File: config.mk
export PLATFORM = sky130hd
export DESIGN_NAME = core_address_generation
export DESIGN_NICKNAME = d
export VERILOG_FILES = /design/src/logic/core_address_generation.v
export VERILOG_INCLUDE_DIRS = /design/src /design/src/include
export SDC_FILE = /design/constraint.sdc
export NUM_CORES = 1
export LEC_CHECK = 0
export ABC_AREA = 1
export BUFFER_PORTS_ARGS = -buffer_cell sky130_fd_sc_hd__buf_2
export CAP_MARGIN = 30
export CORE_UTILIZATION = 60
export DETAILED_ROUTE_END_ITERATION = 8
export PLACE_DENSITY = 0.81
export SYNTH_ARGS = -nofsm -noshare
export SYNTH_HDL_FRONTEND = slang
export SYNTH_SLANG_ARGS = --single-unit
File: constraint.sdc
create_clock -name mclk -period 5.8 [get_ports mclk]
set_input_delay 0.58 -clock mclk [delete_from_list [all_inputs] [get_ports mclk]]
set_output_delay 0.58 -clock mclk [all_outputs]
set_load 0.01 [all_outputs]
File: src/include/core_agen_defs.vh
/*
 * constants of the core address generation block: register indices,
 * reset values, field positions, event bits.
 * assumes a 100 MHz core clock and an apb master with 32-bit data.
 */
`ifndef CORE_AGEN_DEFS_VH
`define CORE_AGEN_DEFS_VH
// register indices; byte address is four times the index
`define IX_WREG13 7'h1a
`define IX_FRAME 7'h1c
`define IX_STACK 7'h1e
`define IX_SLIMIT 7'h20
`define IX_ACC_AL 7'h22
`define IX_ACC_AH 7'h24
`define IX_ACC_AU 7'h26
`define IX_ACC_BL 7'h28
`define IX_ACC_BH 7'h2a
`define IX_ACC_BU 7'h2c
`define IX_PC_LO 7'h2e
`define IX_PC_HI 7'h30
`define IX_TPAGE 7'h32
`define IX_CPAGE 7'h34
`define IX_RPT_CNT 7'h36
`define IX_DO_CNT 7'h38
`define IX_LST_LO 7'h3a
`define IX_LST_HI 7'h3c
`define IX_LEND_LO 7'h3e
`define IX_LEND_HI 7'h40
`define IX_STATUS 7'h42
`define IX_CONTROL 7'h44
`define IX_CIRC_CTRL 7'h46
`define IX_XC_START 7'h48
`define IX_XC_END 7'h4a
`define IX_YC_START 7'h4c
`define IX_YC_END 7'h4e
`define IX_BITREV 7'h50
`define IX_IRQ_DIS 7'h52
`define IX_EVT_STAT 7'h54
`define IX_EVT_MASK 7'h56
// reset values
`define RST_ZERO 16'h0000
`define RST_STACK 16'h0800
`define RST_CONTROL 16'h0020
// implemented-bit masks of mixed registers
`define MSK_ACC_U 16'h00ff
`define MSK_PC_HI 16'h007f
`define MSK_PAGE 16'h00ff
`define MSK_LOOP_HI 16'h007f
`define MSK_LOOP_LO 16'hfffe
`define MSK_CONTROL 16'h1fff
`define MSK_IRQ_DIS 16'h3fff
`define MSK_SLIMIT 16'hfffe
`define BIT0_ONE 16'h0001
// field positions
`define ACC_SIGN 7
`define CC_X_EN 15
`define CC_Y_EN 14
`define BR_EN 15
`define BR_MOD_HI 14
// stack
`define STACK_FLOOR 16'h0800
`define STACK_STEP 16'h0002
// addressing modes
`define MODE_LINEAR 2'h0
`define MODE_CIRC 2'h1
`define MODE_BITREV 2'h2
// event bits
`define EV_STACK 0
`define EV_REFUSE 1
`define EV_WRAP 2
`define EV_W 3
`endif

File: src/logic/core_address_generation.v
/*
 * core register file and two address generators behind an apb slave.
 * assumes the datapath issues one generator request per cycle per side
 * and that push and pop are never asserted together.
 */
// Our own choice: the APB interface to the registers.
`timescale 1ns/1ps
`include "core_agen_defs.vh"
module core_address_generation #(
    parameter AW = 16
) (
    input wire mclk,
    input wire reset_n,
    input wire psel,
    input wire penable,
    input wire pwrite,
    input wire [11:0] paddr,
    input wire [31:0] pwdata,
    output reg [31:0] prdata,
    output reg pready,
    output reg pslverr,
    input wire pri_req,
    input wire [AW-1:0] pri_ptr,
    input wire [AW-1:0] pri_step,
    input wire [1:0] pri_mode,
    input wire pri_prog,
    output reg pri_valid,
    output reg [AW-1:0] pri_addr,
    output reg [AW-1:0] pri_next,
    input wire sec_req,
    input wire [AW-1:0] sec_ptr,
    input wire [AW-1:0] sec_step,
    input wire [1:0] sec_mode,
    input wire sec_write,
    input wire sec_byte,
    output reg sec_valid,
    output reg [AW-1:0] sec_addr,
    output reg [AW-1:0] sec_next,
    input wire stack_push,
    input wire stack_pop,
    output reg stack_error,
    output reg irq_disabled,
    output reg irq
);
    localparam ST_IDLE = 2'b01;
    localparam ST_DONE = 2'b10;
    localparam [15:0] CTRL_RST = `RST_CONTROL;

    reg [1:0] state;
    reg [15:0] wreg13;
    reg [15:0] frame_ptr;
    reg [15:0] stack_ptr;
    reg [15:0] stack_limit;
    reg [15:0] acc_al;
    reg [15:0] acc_ah;
    reg [15:0] acc_bl;
    reg [15:0] acc_bh;
    reg [7:0] acc_au;
    reg [7:0] acc_bu;
    reg [15:0] pc_lo;
    reg [6:0] pc_hi;
    reg [7:0] tpage;
    reg [7:0] cpage;
    reg [15:0] core_status;
    reg [12:0] core_control;
    reg [15:0] circ_ctrl;
    reg [13:0] irq_dis_cnt;
    reg [`EV_W-1:0] evt_stat;
    reg [`EV_W-1:0] evt_mask;
    // uninitialized group: deliberately no reset
    reg [15:0] rpt_cnt;
    reg [15:0] do_cnt;
    reg [15:0] lst_lo;
    reg [15:0] lend_lo;
    reg [6:0] lst_hi;
    reg [6:0] lend_hi;
    reg [15:1] xc_start;
    reg [15:1] xc_end;
    reg [15:1] yc_start;
    reg [15:1] yc_end;
    reg [15:0] bitrev_ctrl;

    wire [6:0] idx = paddr[8:2];
    wire access = psel & penable & pready;
    wire wr = access & pwrite;
    wire rd = access & ~pwrite;
    wire [15:0] wd = pwdata[15:0];

    // circular step: length from the bounds, never stored
    function [16:0] circ_step;
        input [15:0] p;
        input [15:0] s;
        input [15:0] lo;
        input [15:0] hi;
        reg [15:0] n, len;
        begin
            n = p + s;
            len = hi - lo + `BIT0_ONE;
            if (!s[15] && n > hi) begin
                circ_step = {1'b1, n - len};
            end else if (s[15] && n < lo) begin
                circ_step = {1'b1, n + len};
            end else begin
                circ_step = {1'b0, n};
            end
        end
    endfunction

    wire [15:0] xlo = {xc_start, 1'b0};
    wire [15:0] xhi = {xc_end, 1'b1};
    wire [15:0] ylo = {yc_start, 1'b0};
    wire [15:0] yhi = {yc_end, 1'b1};
    wire [15:0] br_mod = {1'b0, bitrev_ctrl[`BR_MOD_HI:0]};

    // reverse-carry add built per bit: reverse, add, reverse back
    wire [15:0] ptr_rev;
    wire [15:0] mod_rev;
    wire [15:0] brev_next;
    wire [15:0] sum_rev = ptr_rev + mod_rev;
    genvar gb;
    generate
        for (gb = 0; gb < 16; gb = gb + 1) begin : g_rev
            assign ptr_rev[gb] = pri_ptr[15-gb];
            assign mod_rev[gb] = br_mod[15-gb];
            assign brev_next[gb] = sum_rev[15-gb];
        end
    endgenerate

    // primary generator, data or program space
    reg [15:0] next_pri;
    reg pri_wrap;
    reg [16:0] pc_res;
    always @* begin
        pc_res = 17'h00000;
        pri_wrap = 1'b0;
        next_pri = pri_ptr + pri_step;
        if (pri_mode == `MODE_CIRC && circ_ctrl[`CC_X_EN]) begin
            pc_res = circ_step(pri_ptr, pri_step, xlo, xhi);
            next_pri = pc_res[15:0];
            pri_wrap = pc_res[16];
        end else if (pri_mode == `MODE_BITREV && !pri_prog
                     && bitrev_ctrl[`BR_EN]) begin
            // reverse-carry add; program space falls back to linear
            next_pri = brev_next;
        end
    end

    // secondary generator, word reads of dual-operand instructions only
    reg [15:0] next_sec;
    reg sec_wrap;
    reg [16:0] sc_res;
    wire sec_ok = sec_req & ~sec_write & ~sec_byte;
    always @* begin
        sc_res = 17'h00000;
        sec_wrap = 1'b0;
        next_sec = sec_ptr + sec_step;
        if (sec_mode == `MODE_CIRC && circ_ctrl[`CC_Y_EN]) begin
            sc_res = circ_step(sec_ptr, sec_step, ylo, yhi);
            next_sec = sc_res[15:0];
            sec_wrap = sc_res[16];
        end
    end

    // both generators answer in the same cycle, independently
    always @(posedge mclk or negedge reset_n) begin
        if (!reset_n) begin
            pri_valid <= 1'b0;
            pri_addr <= `RST_ZERO;
            pri_next <= `RST_ZERO;
            sec_valid <= 1'b0;
            sec_addr <= `RST_ZERO;
            sec_next <= `RST_ZERO;
        end else begin
            pri_valid <= pri_req;
            pri_addr <= pri_req ? pri_ptr : pri_addr;
            pri_next <= pri_req ? next_pri : pri_next;
            sec_valid <= sec_ok;
            sec_addr <= sec_ok ? {sec_ptr[15:1], 1'b0} : sec_addr;
            sec_next <= sec_ok ? next_sec : sec_next;
        end
    end

    // stack checks on push and pop effective addresses
    wire [15:0] sp_inc = stack_ptr + `STACK_STEP;
    wire [15:0] sp_dec = stack_ptr - `STACK_STEP;
    wire over = stack_push & (stack_ptr > stack_limit);
    wire under = (stack_push & (stack_ptr < `STACK_FLOOR))
               | (stack_pop & (sp_dec < `STACK_FLOOR));
    wire stack_ev = over | under;

    wire [`EV_W-1:0] ev;
    assign ev[`EV_STACK] = stack_ev;
    assign ev[`EV_REFUSE] = sec_req & ~sec_ok;
    assign ev[`EV_WRAP] = (pri_req & pri_wrap) | (sec_ok & sec_wrap);

    // apb handshake: one wait state, answer registered
    always @(posedge mclk or negedge reset_n) begin
        if (!reset_n) begin
            state <= ST_IDLE;
            pready <= 1'b0;
        end else begin
            case (state)
                ST_IDLE: begin
                    if (psel & penable) begin
                        state <= ST_DONE;
                        pready <= 1'b1;
                    end
                end
                ST_DONE: begin
                    state <= ST_IDLE;
                    pready <= 1'b0;
                end
                default: begin
                    state <= ST_IDLE;
                    pready <= 1'b0;
                end
            endcase
        end
    end

    // read mux; unimplemented bits read zero, except accumulator upper bits 15:8 (copies of bit 7) and end-bound bit 0 (one)
    reg [15:0] rdv;
    reg hit;
    always @* begin
        hit = 1'b1;
        case (idx)
            `IX_WREG13: rdv = wreg13;
            `IX_FRAME: rdv = frame_ptr;
            `IX_STACK: rdv = stack_ptr;
            `IX_SLIMIT: rdv = stack_limit & `MSK_SLIMIT;
            `IX_ACC_AL: rdv = acc_al;
            `IX_ACC_AH: rdv = acc_ah;
            `IX_ACC_AU: rdv = {{8{acc_au[`ACC_SIGN]}}, acc_au};
            `IX_ACC_BL: rdv = acc_bl;
            `IX_ACC_BH: rdv = acc_bh;
            `IX_ACC_BU: rdv = {{8{acc_bu[`ACC_SIGN]}}, acc_bu};
            `IX_PC_LO: rdv = pc_lo;
            `IX_PC_HI: rdv = {9'h000, pc_hi};
            `IX_TPAGE: rdv = {8'h00, tpage};
            `IX_CPAGE: rdv = {8'h00, cpage};
            `IX_RPT_CNT: rdv = rpt_cnt;
            `IX_DO_CNT: rdv = do_cnt;
            `IX_LST_LO: rdv = lst_lo & `MSK_LOOP_LO;
            `IX_LST_HI: rdv = {9'h000, lst_hi};
            `IX_LEND_LO: rdv = lend_lo & `MSK_LOOP_LO;
            `IX_LEND_HI: rdv = {9'h000, lend_hi};
            `IX_STATUS: rdv = core_status;
            `IX_CONTROL: rdv = {3'h0, core_control};
            `IX_CIRC_CTRL: rdv = circ_ctrl;
            `IX_XC_START: rdv = xlo;
            `IX_XC_END: rdv = xhi;
            `IX_YC_START: rdv = ylo;
            `IX_YC_END: rdv = yhi;
            `IX_BITREV: rdv = bitrev_ctrl;
            `IX_IRQ_DIS: rdv = {2'h0, irq_dis_cnt};
            `IX_EVT_STAT: rdv = {13'h0000, evt_stat};
            `IX_EVT_MASK: rdv = {13'h0000, evt_mask};
            default: begin
                rdv = `RST_ZERO;
                hit = 1'b0;
            end
        endcase
    end

    always @(posedge mclk or negedge reset_n) begin
        if (!reset_n) begin
            prdata <= 32'h00000000;
            pslverr <= 1'b0;
        end else if (state == ST_IDLE && psel && penable) begin
            prdata <= pwrite ? 32'h00000000 : {16'h0000, rdv};
            pslverr <= ~hit | (paddr[11:9] != 3'h0) | (paddr[1:0] != 2'h0);
        end
    end

    wire wok = wr & ~pslverr;

    // reset-defined registers
    always @(posedge mclk or negedge reset_n) begin
        if (!reset_n) begin
            wreg13 <= `RST_ZERO;
            frame_ptr <= `RST_ZERO;
            stack_ptr <= `RST_STACK;
            stack_limit <= `RST_ZERO;
            acc_al <= `RST_ZERO;
            acc_ah <= `RST_ZERO;
            acc_au <= 8'h00;
            acc_bl <= `RST_ZERO;
            acc_bh <= `RST_ZERO;
            acc_bu <= 8'h00;
            pc_lo <= `RST_ZERO;
            pc_hi <= 7'h00;
            tpage <= 8'h00;
            cpage <= 8'h00;
            core_status <= `RST_ZERO;
            core_control <= CTRL_RST[12:0];
            circ_ctrl <= `RST_ZERO;
            irq_dis_cnt <= 14'h0000;
            evt_mask <= 3'h0;
        end else begin
            if (stack_push) begin
                stack_ptr <= sp_inc;
            end else if (stack_pop) begin
                stack_ptr <= sp_dec;
            end
            // disable counter runs down one per cycle
            if (irq_dis_cnt != 14'h0000) begin
                irq_dis_cnt <= irq_dis_cnt - 14'h0001;
            end
            if (wok) begin
                case (idx)
                    `IX_WREG13: wreg13 <= wd;
                    `IX_FRAME: frame_ptr <= wd;
                    `IX_STACK: stack_ptr <= wd;
                    `IX_SLIMIT: stack_limit <= wd & `MSK_SLIMIT;
                    `IX_ACC_AL: acc_al <= wd;
                    `IX_ACC_AH: acc_ah <= wd;
                    `IX_ACC_AU: acc_au <= wd[7:0];
                    `IX_ACC_BL: acc_bl <= wd;
                    `IX_ACC_BH: acc_bh <= wd;
                    `IX_ACC_BU: acc_bu <= wd[7:0];
                    `IX_PC_LO: pc_lo <= wd;
                    `IX_PC_HI: pc_hi <= wd[6:0];
                    `IX_TPAGE: tpage <= wd[7:0];
                    `IX_CPAGE: cpage <= wd[7:0];
                    `IX_STATUS: core_status <= wd;
                    `IX_CONTROL: core_control <= wd[12:0];
                    `IX_CIRC_CTRL: circ_ctrl <= wd;
                    `IX_IRQ_DIS: irq_dis_cnt <= wd[13:0];
                    `IX_EVT_MASK: evt_mask <= wd[`EV_W-1:0];
                    default: begin
                    end
                endcase
            end
        end
    end

    // no reset here: contents are undefined until written
    always @(posedge mclk) begin
        if (wok) begin
            case (idx)
                `IX_RPT_CNT: rpt_cnt <= wd;
                `IX_DO_CNT: do_cnt <= wd;
                `IX_LST_LO: lst_lo <= wd & `MSK_LOOP_LO;
                `IX_LST_HI: lst_hi <= wd[6:0];
                `IX_LEND_LO: lend_lo <= wd & `MSK_LOOP_LO;
                `IX_LEND_HI: lend_hi <= wd[6:0];
                `IX_XC_START: xc_start <= wd[15:1];
                `IX_XC_END: xc_end <= wd[15:1];
                `IX_YC_START: yc_start <= wd[15:1];
                `IX_YC_END: yc_end <= wd[15:1];
                `IX_BITREV: bitrev_ctrl <= wd;
                default: begin
                end
            endcase
        end
    end

    // events: set beats the read-clear
    wire clr = rd & ~pslverr & (idx == `IX_EVT_STAT);
    always @(posedge mclk or negedge reset_n) begin
        if (!reset_n) begin
            evt_stat <= 3'h0;
            stack_error <= 1'b0;
            irq <= 1'b0;
            irq_disabled <= 1'b0;
        end else begin
            // clear only what the read reported; a set in the answer cycle survives
            evt_stat <= (clr ? evt_stat & ~prdata[`EV_W-1:0] : evt_stat) | ev;
            stack_error <= stack_ev;
            irq <= |(evt_stat & evt_mask);
            irq_disabled <= irq_dis_cnt != 14'h0000;
        end
    end
endmodule

==> reports/metrics.cfg, run 1 <==
[timing]
tns_ns=0
fmax_mhz=237
tightestPinTransition_ns=1.21
fin_crit_sh_pct=72.7
grt_setup_unrepaired=false
slew-limit-headroom_pct=19.4
drv_slew=0
hold_viol=0
clock_skew_ns=0.0383
setup_viol=0
setup_slack_ns=1.59
min_period_ns=4.21

[global_route]
grt_pass1_vias=26300
grt_overflow=0
track_usage_pct=38.6
grt_max_degree=149
grt_pass1_wl_um=150000
antenna_found_initial=0

[clocking]
numCtsBuffers=50
clk_latency_ns=0.64
postCtsSetupRepairBufs=0
clkSinkCount=486
ctsHoldBuffers=1
cts_tree=done
cts_max_level=2
cts_root_buf=clkbuf_16
clkTransAtPathRegs_ns=0.07
clockBufferDepth=3
post_cts_resized=0

[route]
post_drt_wl_per_cell_um=20.9
drc_errors=0
drt_iter0_drc=3455
routed_wirelength_um=98300
dr_total_vias=28000
avgViaCountPerCell=5.95
firstDrtPassIters=8
ant_nets=0

[yosys]
ys_ff_latch=486
synth-edff-count=152
yosysWarnings=0
ys_types=51
synth_area_mm2=0.0303
synthTopCellsByCount=nand2_1, inv_1, o21ai_0
ys_seq_area_share_pct=42.7
synthTopCellsByArea=dfrtp_1, edfxtp_1, nand2_1, ha_1, o21ai_0
synth_flop_cell=dfrtp_1
synth_most_common_cell=nand2_1
avgSynthCellArea_um2=7.91
syn-instance-count=3828
async_reset_ff_share_pct=68.7
yosysTopAreaCellShare_pct=27.4
netlist.top_cell.by_area=dfrtp_1

[power]
powerDensity_mw_per_mm2=272
power_leakage_nw=16.6
ir_drop_mv=0.267

[setup_path]
cp-start-kind=flip-flop
criticalPathCategory=flip-flop to flip-flop
path_cells=inv_1, ha_1, inv_1, fa_1, inv_1, nand2_1, nand3_1, inv_1, o21bai_1, nand2_1, nand3_1, xor2_1, inv_1, ha_1, clkinv_1, nor3_1, nand4_1, nor2_1, nor2_1, nand3b_1, nand3_1, nand3_1, nand2_1, nand2_1
crit-reg2reg-launch=xc_start[2]
worst_ep_required_time_ns=6.31
critPathMaxStageDelay_ns=0.43
crit_family=simple AND/OR/NAND/NOR gates
endpoint_kind=flip-flop
cp_common_cell=inv_1
crit_buf_inv=6
crit_arrival_ns=4.72
slowest_stage=fa_1
crit_path_max_fanout=10
crit_start=xc_start[2]

[die]
coreArea_mm2=0.0494
num_rows=81
start_util_pct=61.3
die_w_um=227
die_h_um=227
io_pins=227
dieArea_mm2=0.0514

[job]
maxCapViolations=0

[final_layout]
nNetsFinal=4361
synthToLayoutAreaGrowth_pct=11.1
drive_above_1_share_pct=8.96
fillCellCount=4144

[placed_design]
hpwl_um=71400
portBuffers=193
routabilityCongestion=0.998
dp_slack_ns=1.14

[min_path]
min_from=sec_ptr[7]
min_path_type=input pin to flip-flop

[run_status]
outcome=complete, no violations

-- cells in the final DEF (no fill, tap or decap), types with 17 or more instances in the layout --
cell type / Yosys / final
a21oi_1: 200 / 200
a221oi_1: 18 / 18
a22o_1: 17 / 17
buf_2: 31 / 192
buf_4: 22 / 37
clkbuf_16: 0 / 50
conb_1: 1 / 17
dfrtp_1: 331 / 331
edfxtp_1: 152 / 152
ha_1: 232 / 232
inv_1: 410 / 410
nand2_1: 1148 / 1148
nand3_1: 183 / 183
nand4_1: 46 / 46
nor2_1: 221 / 218
nor3_1: 39 / 38
o2111ai_1: 18 / 18
o21ai_0: 349 / 349
o21bai_1: 25 / 25
o22ai_1: 29 / 29
xnor2_1: 24 / 24
xor2_1: 85 / 85
-- cells by family after synthesis --
logic type | after synthesis | share of synthesized area (%)
AND/OR/NAND/NOR | 1698 | 23.0
AO/OA/AOI/OAI | 735 | 13.7
buffers and inverters | 560 | 7.35
flip-flops | 486 | 42.7
adder cells (fa/ha/maj) | 239 | 10.1
XOR/XNOR | 109 | 3.15
other | 1 | 0.0124
-- per-stage QoR --
step	utilization [%]	area [µm²]	instances	hold slack (ns)	total power, mW
6_report	68.1	33600	4703	0.192	9.16
5_1_grt	68.1	33600	4702	0.200	9.56
4_1_cts	68.1	33600	4700	0.175	9.13
3_5_place_dp	64.8	32000	4607	0.453	5.92
3_3_place_gp	64.5	31800	4602	0.449	5.89
2_1_floorplan	-	30300	3844	0.284	5.21
-- path summary, 6_finish.rpt --
path,endpoint,slack (ns),depth (start not counted)
max,pri_next[15],1.59,24
min,sec_addr[7],0.19,3
max reg2reg,pri_next[15],1.59,24
min reg2reg,sec_addr[13],0.47,2
max in group asynchronous,sec_next[8],4.04,3
min in group asynchronous,pri_next[8],0.42,2
-- worst register-to-register path: stages (launching register included) --
cell	delay, ns
edfxtp_1	0.36
inv_1	0.26
ha_1	0.26
inv_1	0.08
fa_1	0.43
inv_1	0.08
nand2_1	0.05
nand3_1	0.18
inv_1	0.07
o21bai_1	0.21
nand2_1	0.08
nand3_1	0.09
xor2_1	0.20
inv_1	0.07
ha_1	0.37
clkinv_1	0.27
nor3_1	0.33
nand4_1	0.13
nor2_1	0.12
nor2_1	0.07
nand3b_1	0.15
nand3_1	0.07
nand3_1	0.08
nand2_1	0.06
nand2_1	0.04
-- routing by layer --
| metal | GRT usage [%] | wire length, µm |
|---|---|---|
| met1 | 50.0 | 38700 |
| met2 | 60.1 | 43800 |
| met3 | 7.65 | 9510 |
| met4 | 22.8 | 6310 |
| met5 | 0 | 0 |
-- power by group --
| part | internal, mW | switching [mW] |
|---|---|---|
| Sequential | 3.68 | 0.148 |
| Combinational | 0.703 | 1.38 |
| Clock | 1.81 | 1.44 |
-- area by class of cell --
class	instances	area (µm²)	area share (%)
clock buffer	72	1420	4.23
multi-input combinational	2798	15200	45.2
inverter	422	1580	4.71
clock inverter	20	218	0.647
sequential	486	12900	38.4
tap	664	831	2.47
timing repair buffer	240	1440	4.28
antenna	1	2.50	0.00744
-- flip-flops by register name, summed over array words and instances, names as in the netlist, 16 cells and up --
| name | count |
|---|---|
| bitrev_ctrl | 16 |
| prdata | 16 |
| pri_next | 16 |
| rpt_cnt | 16 |
| acc_bl | 16 |
| wreg13 | 16 |
| acc_al | 16 |
| sec_next | 16 |
| acc_ah | 16 |
| pri_addr | 16 |
| core_status | 16 |
| frame_ptr | 16 |
| pc_lo | 16 |
| acc_bh | 16 |
| do_cnt | 16 |
| circ_ctrl | 16 |
| stack_ptr | 16 |
No activity file was read; power rests on OpenSTA's default activity.
==> inputs of run 2 (changes only) <==
CORE_UTILIZATION = 56   (was 60)
PLACE_DENSITY = 0.79   (was 0.81)
clock period = 3.75 ns   (was 5.8 ns; I/O delays follow)
==> run 2 against run 1 <==
Compared with the run above:
- the flow now finishes with violations (DRC)
- via count up 3.5%
- non-clock buffer count grew 212
- worst hold slack got worse by 0.17 ns
- clock skew shrank 0.014 ns
- sequential share of layout area down 2.4 points
- register-to-register slack lost 1.5 ns
- largest cell class unchanged
- clock power grew 64%
- final cell count grew 5.1%
- fmax up 14%
- sequential power increased by 55%
- combinational power increased by 77%
==> reports/metrics.cfg, run 2 (synthesized netlist as in run 1, its figures left out) <==
[run_status]
outcome=complete, but fails checks
violations=DRC

[timing]
hold_viol=0
fmax_mhz=271
drv_slew=0
tns_ns=0
fin_crit_sh_pct=98.3
setup_viol=0
min_period_ns=3.69
grt_setup_unrepaired=true
clock_skew_ns=0.0248
tightestPinTransition_ns=1.06
slew-limit-headroom_pct=29.2

[final_layout]
nNetsFinal=4576
antenna_cells=0
final_common_cell=nand2_1
final_cell_mix=nand2_1, inv_1, o21ai_0, dfrtp_1, buf_4
utilization_pct=67.7
postLayoutCellArea_mm2=0.0359
drive_above_1_share_pct=15.6
synthToLayoutAreaGrowth_pct=18.5

[setup_path]
cp.depth=23
worst_ep_required_time_ns=4.27
crit-reg2reg-launch=yc_end[3]
critPathMaxStageDelay_ns=0.45
slowest_stage=edfxtp_1
endpoint_kind=flip-flop
path_cells=ha_4, ha_4, buf_4, nand2_1, nor2_1, nand2_1, nand3_1, a31o_2, a21boi_2, o21bai_1, xnor2_1, inv_1, ha_4, inv_1, buf_4, nor3_1, a21oi_2, inv_1, nand3_1, nand3_1, nand3_1, nand2_1, nand2_1
crit_arrival_ns=4.21
crit_path_max_fanout=5
cp-start-kind=flip-flop
crit_family=simple AND/OR/NAND/NOR gates
crit_start=yc_end[3]
r2r_cells=23
crit_buf_inv=5
criticalPathCategory=flip-flop to flip-flop

[clocking]
numCtsBuffers=53
clkTransAtPathRegs_ns=0.06
cts_root_buf=clkbuf_16
clockBufferDepth=3
clkSinkCount=486
cts_tree=done
clk_latency_ns=0.65
cts_max_level=2

[global_route]
grt_pass1_vias=26900
track_usage_pct=37.1
grt_max_degree=92
grt_overflow=0
grt_pass1_wl_um=154000
antenna_found_initial=2

[job]
maxCapViolations=0

[placed_design]
hpwl_um=75300
routabilityCongestion=1.02
place_area_mm2=0.0332
portBuffers=193

[die]
die_w_um=234
start_util_pct=57.1
die_h_um=234
io_pins=227
coreArea_mm2=0.0530
num_rows=84
dieArea_mm2=0.0550

[power]
power_leakage_nw=17.7
power.total_mw=14.9
swShare_pct=32.4
powerDensity_mw_per_mm2=416
ir_drop_mv=0.477
power_frac_seq_pct=39.7
power.share.clock_pct=35.6
power_frac_comb_pct=24.7
internal_power_mw=10.1
switchingPower_mw=4.84

[route]
post_drt_wl_per_cell_um=20.9
routed_wirelength_um=104000
drc_errors=1
avgViaCountPerCell=5.86
ant_nets=0
drt_iter0_drc=3271
dr_total_vias=29000
firstDrtPassIters=9

[min_path]
whs_path_depth=3
min_from=sec_ptr[10]
min_path_type=input pin to flip-flop

[run 2: cell count changes in the layout (fill, tap and decap cells not counted), moves of 7 or more]
cell | before | now
o21ai_1 | 4 | 15
a21oi_2 | 0 | 15
dlygate4sd3_1 | 1 | 13
a21oi_1 | 200 | 184
buf_4 | 37 | 242
ha_4 | 0 | 25
inv_1 | 410 | 394
nor3_1 | 38 | 31
ha_1 | 232 | 202
inv_2 | 3 | 20
o21ai_0 | 349 | 338
[run 2: power by group through the flow]
| stage | clock (mW) | sequential (mW) | combinational [mW] |
|---|---|---|---|
| 2_1_floorplan | 0 | 6.01 | 2.04 |
| 3_3_place_gp | 0 | 6.02 | 3.42 |
| 3_5_place_dp | 0 | 6.02 | 3.47 |
| 4_1_cts | 5.33 | 5.93 | 3.51 |
| 5_1_grt | 5.54 | 5.96 | 4.09 |
| 6_report | 5.32 | 5.94 | 3.69 |
[run 2: worst paths after layout]
kind                                 endpoint  slack [ns]
worst max-delay path             sec_next[15]        0.06
worst min-delay path             sec_addr[10]        0.03
worst max register to register   sec_next[15]        0.06
worst min register to register    sec_addr[8]        0.47
max in group asynchronous       stack_ptr[11]        2.38
min in group asynchronous        pri_next[11]        0.29
[run 2: through the flow]
step	cells	worst slack [ns]	hold WS, ns
floorplan	3844	0.151	0.0794
global placement	4806	-0.101	0.401
detailed placement	4806	-0.170	0.413
CTS	4919	-0.00849	0.0206
global route	4945	-0.110	0.0250
finish	4945	0.0622	0.0258
[run 2: area by class of cell]
cell class                      instances  area, µm²
Clock buffer                           71       1480
Clock inverter                         28        272
Fill cell                            4352      17100
Inverter                              422       1580
Multi-Input combinational cell       2798      15800
Sequential cell                       486      12900
Tap cell                              688        861
Timing Repair Buffer                  452       2990
[run 2: timing repair]
item / CTS / global route
gates cloned: 0 / 0
resized for setup: 10 / 108
setup endpoints to repair: 5 / 24
hold buffers: 13 / 0
setup buffers: 1 / 26
hold endpoints to repair: 85 / 0
pin swaps: 1 / 35
[run 2: layer usage]
layer,routed length (µm),track usage (%),up-vias
met1,40300,48.3,13600
met3,9540,6.86,369
li1,-,-,13500
met5,31,0,-
met2,46400,57.7,1506
met4,7240,22.7,4
[run 2: worst reg2reg max path, stage by stage, from the launching register on]
cell	delay, ns
edfxtp_1	0.45
ha_4	0.31
ha_4	0.20
buf_4	0.14
nand2_1	0.09
nor2_1	0.05
nand2_1	0.05
nand3_1	0.10
a31o_2	0.26
a21boi_2	0.18
o21bai_1	0.09
xnor2_1	0.23
inv_1	0.11
ha_4	0.31
inv_1	0.08
buf_4	0.15
nor3_1	0.27
a21oi_2	0.12
inv_1	0.06
nand3_1	0.07
nand3_1	0.07
nand3_1	0.08
nand2_1	0.07
nand2_1	0.05
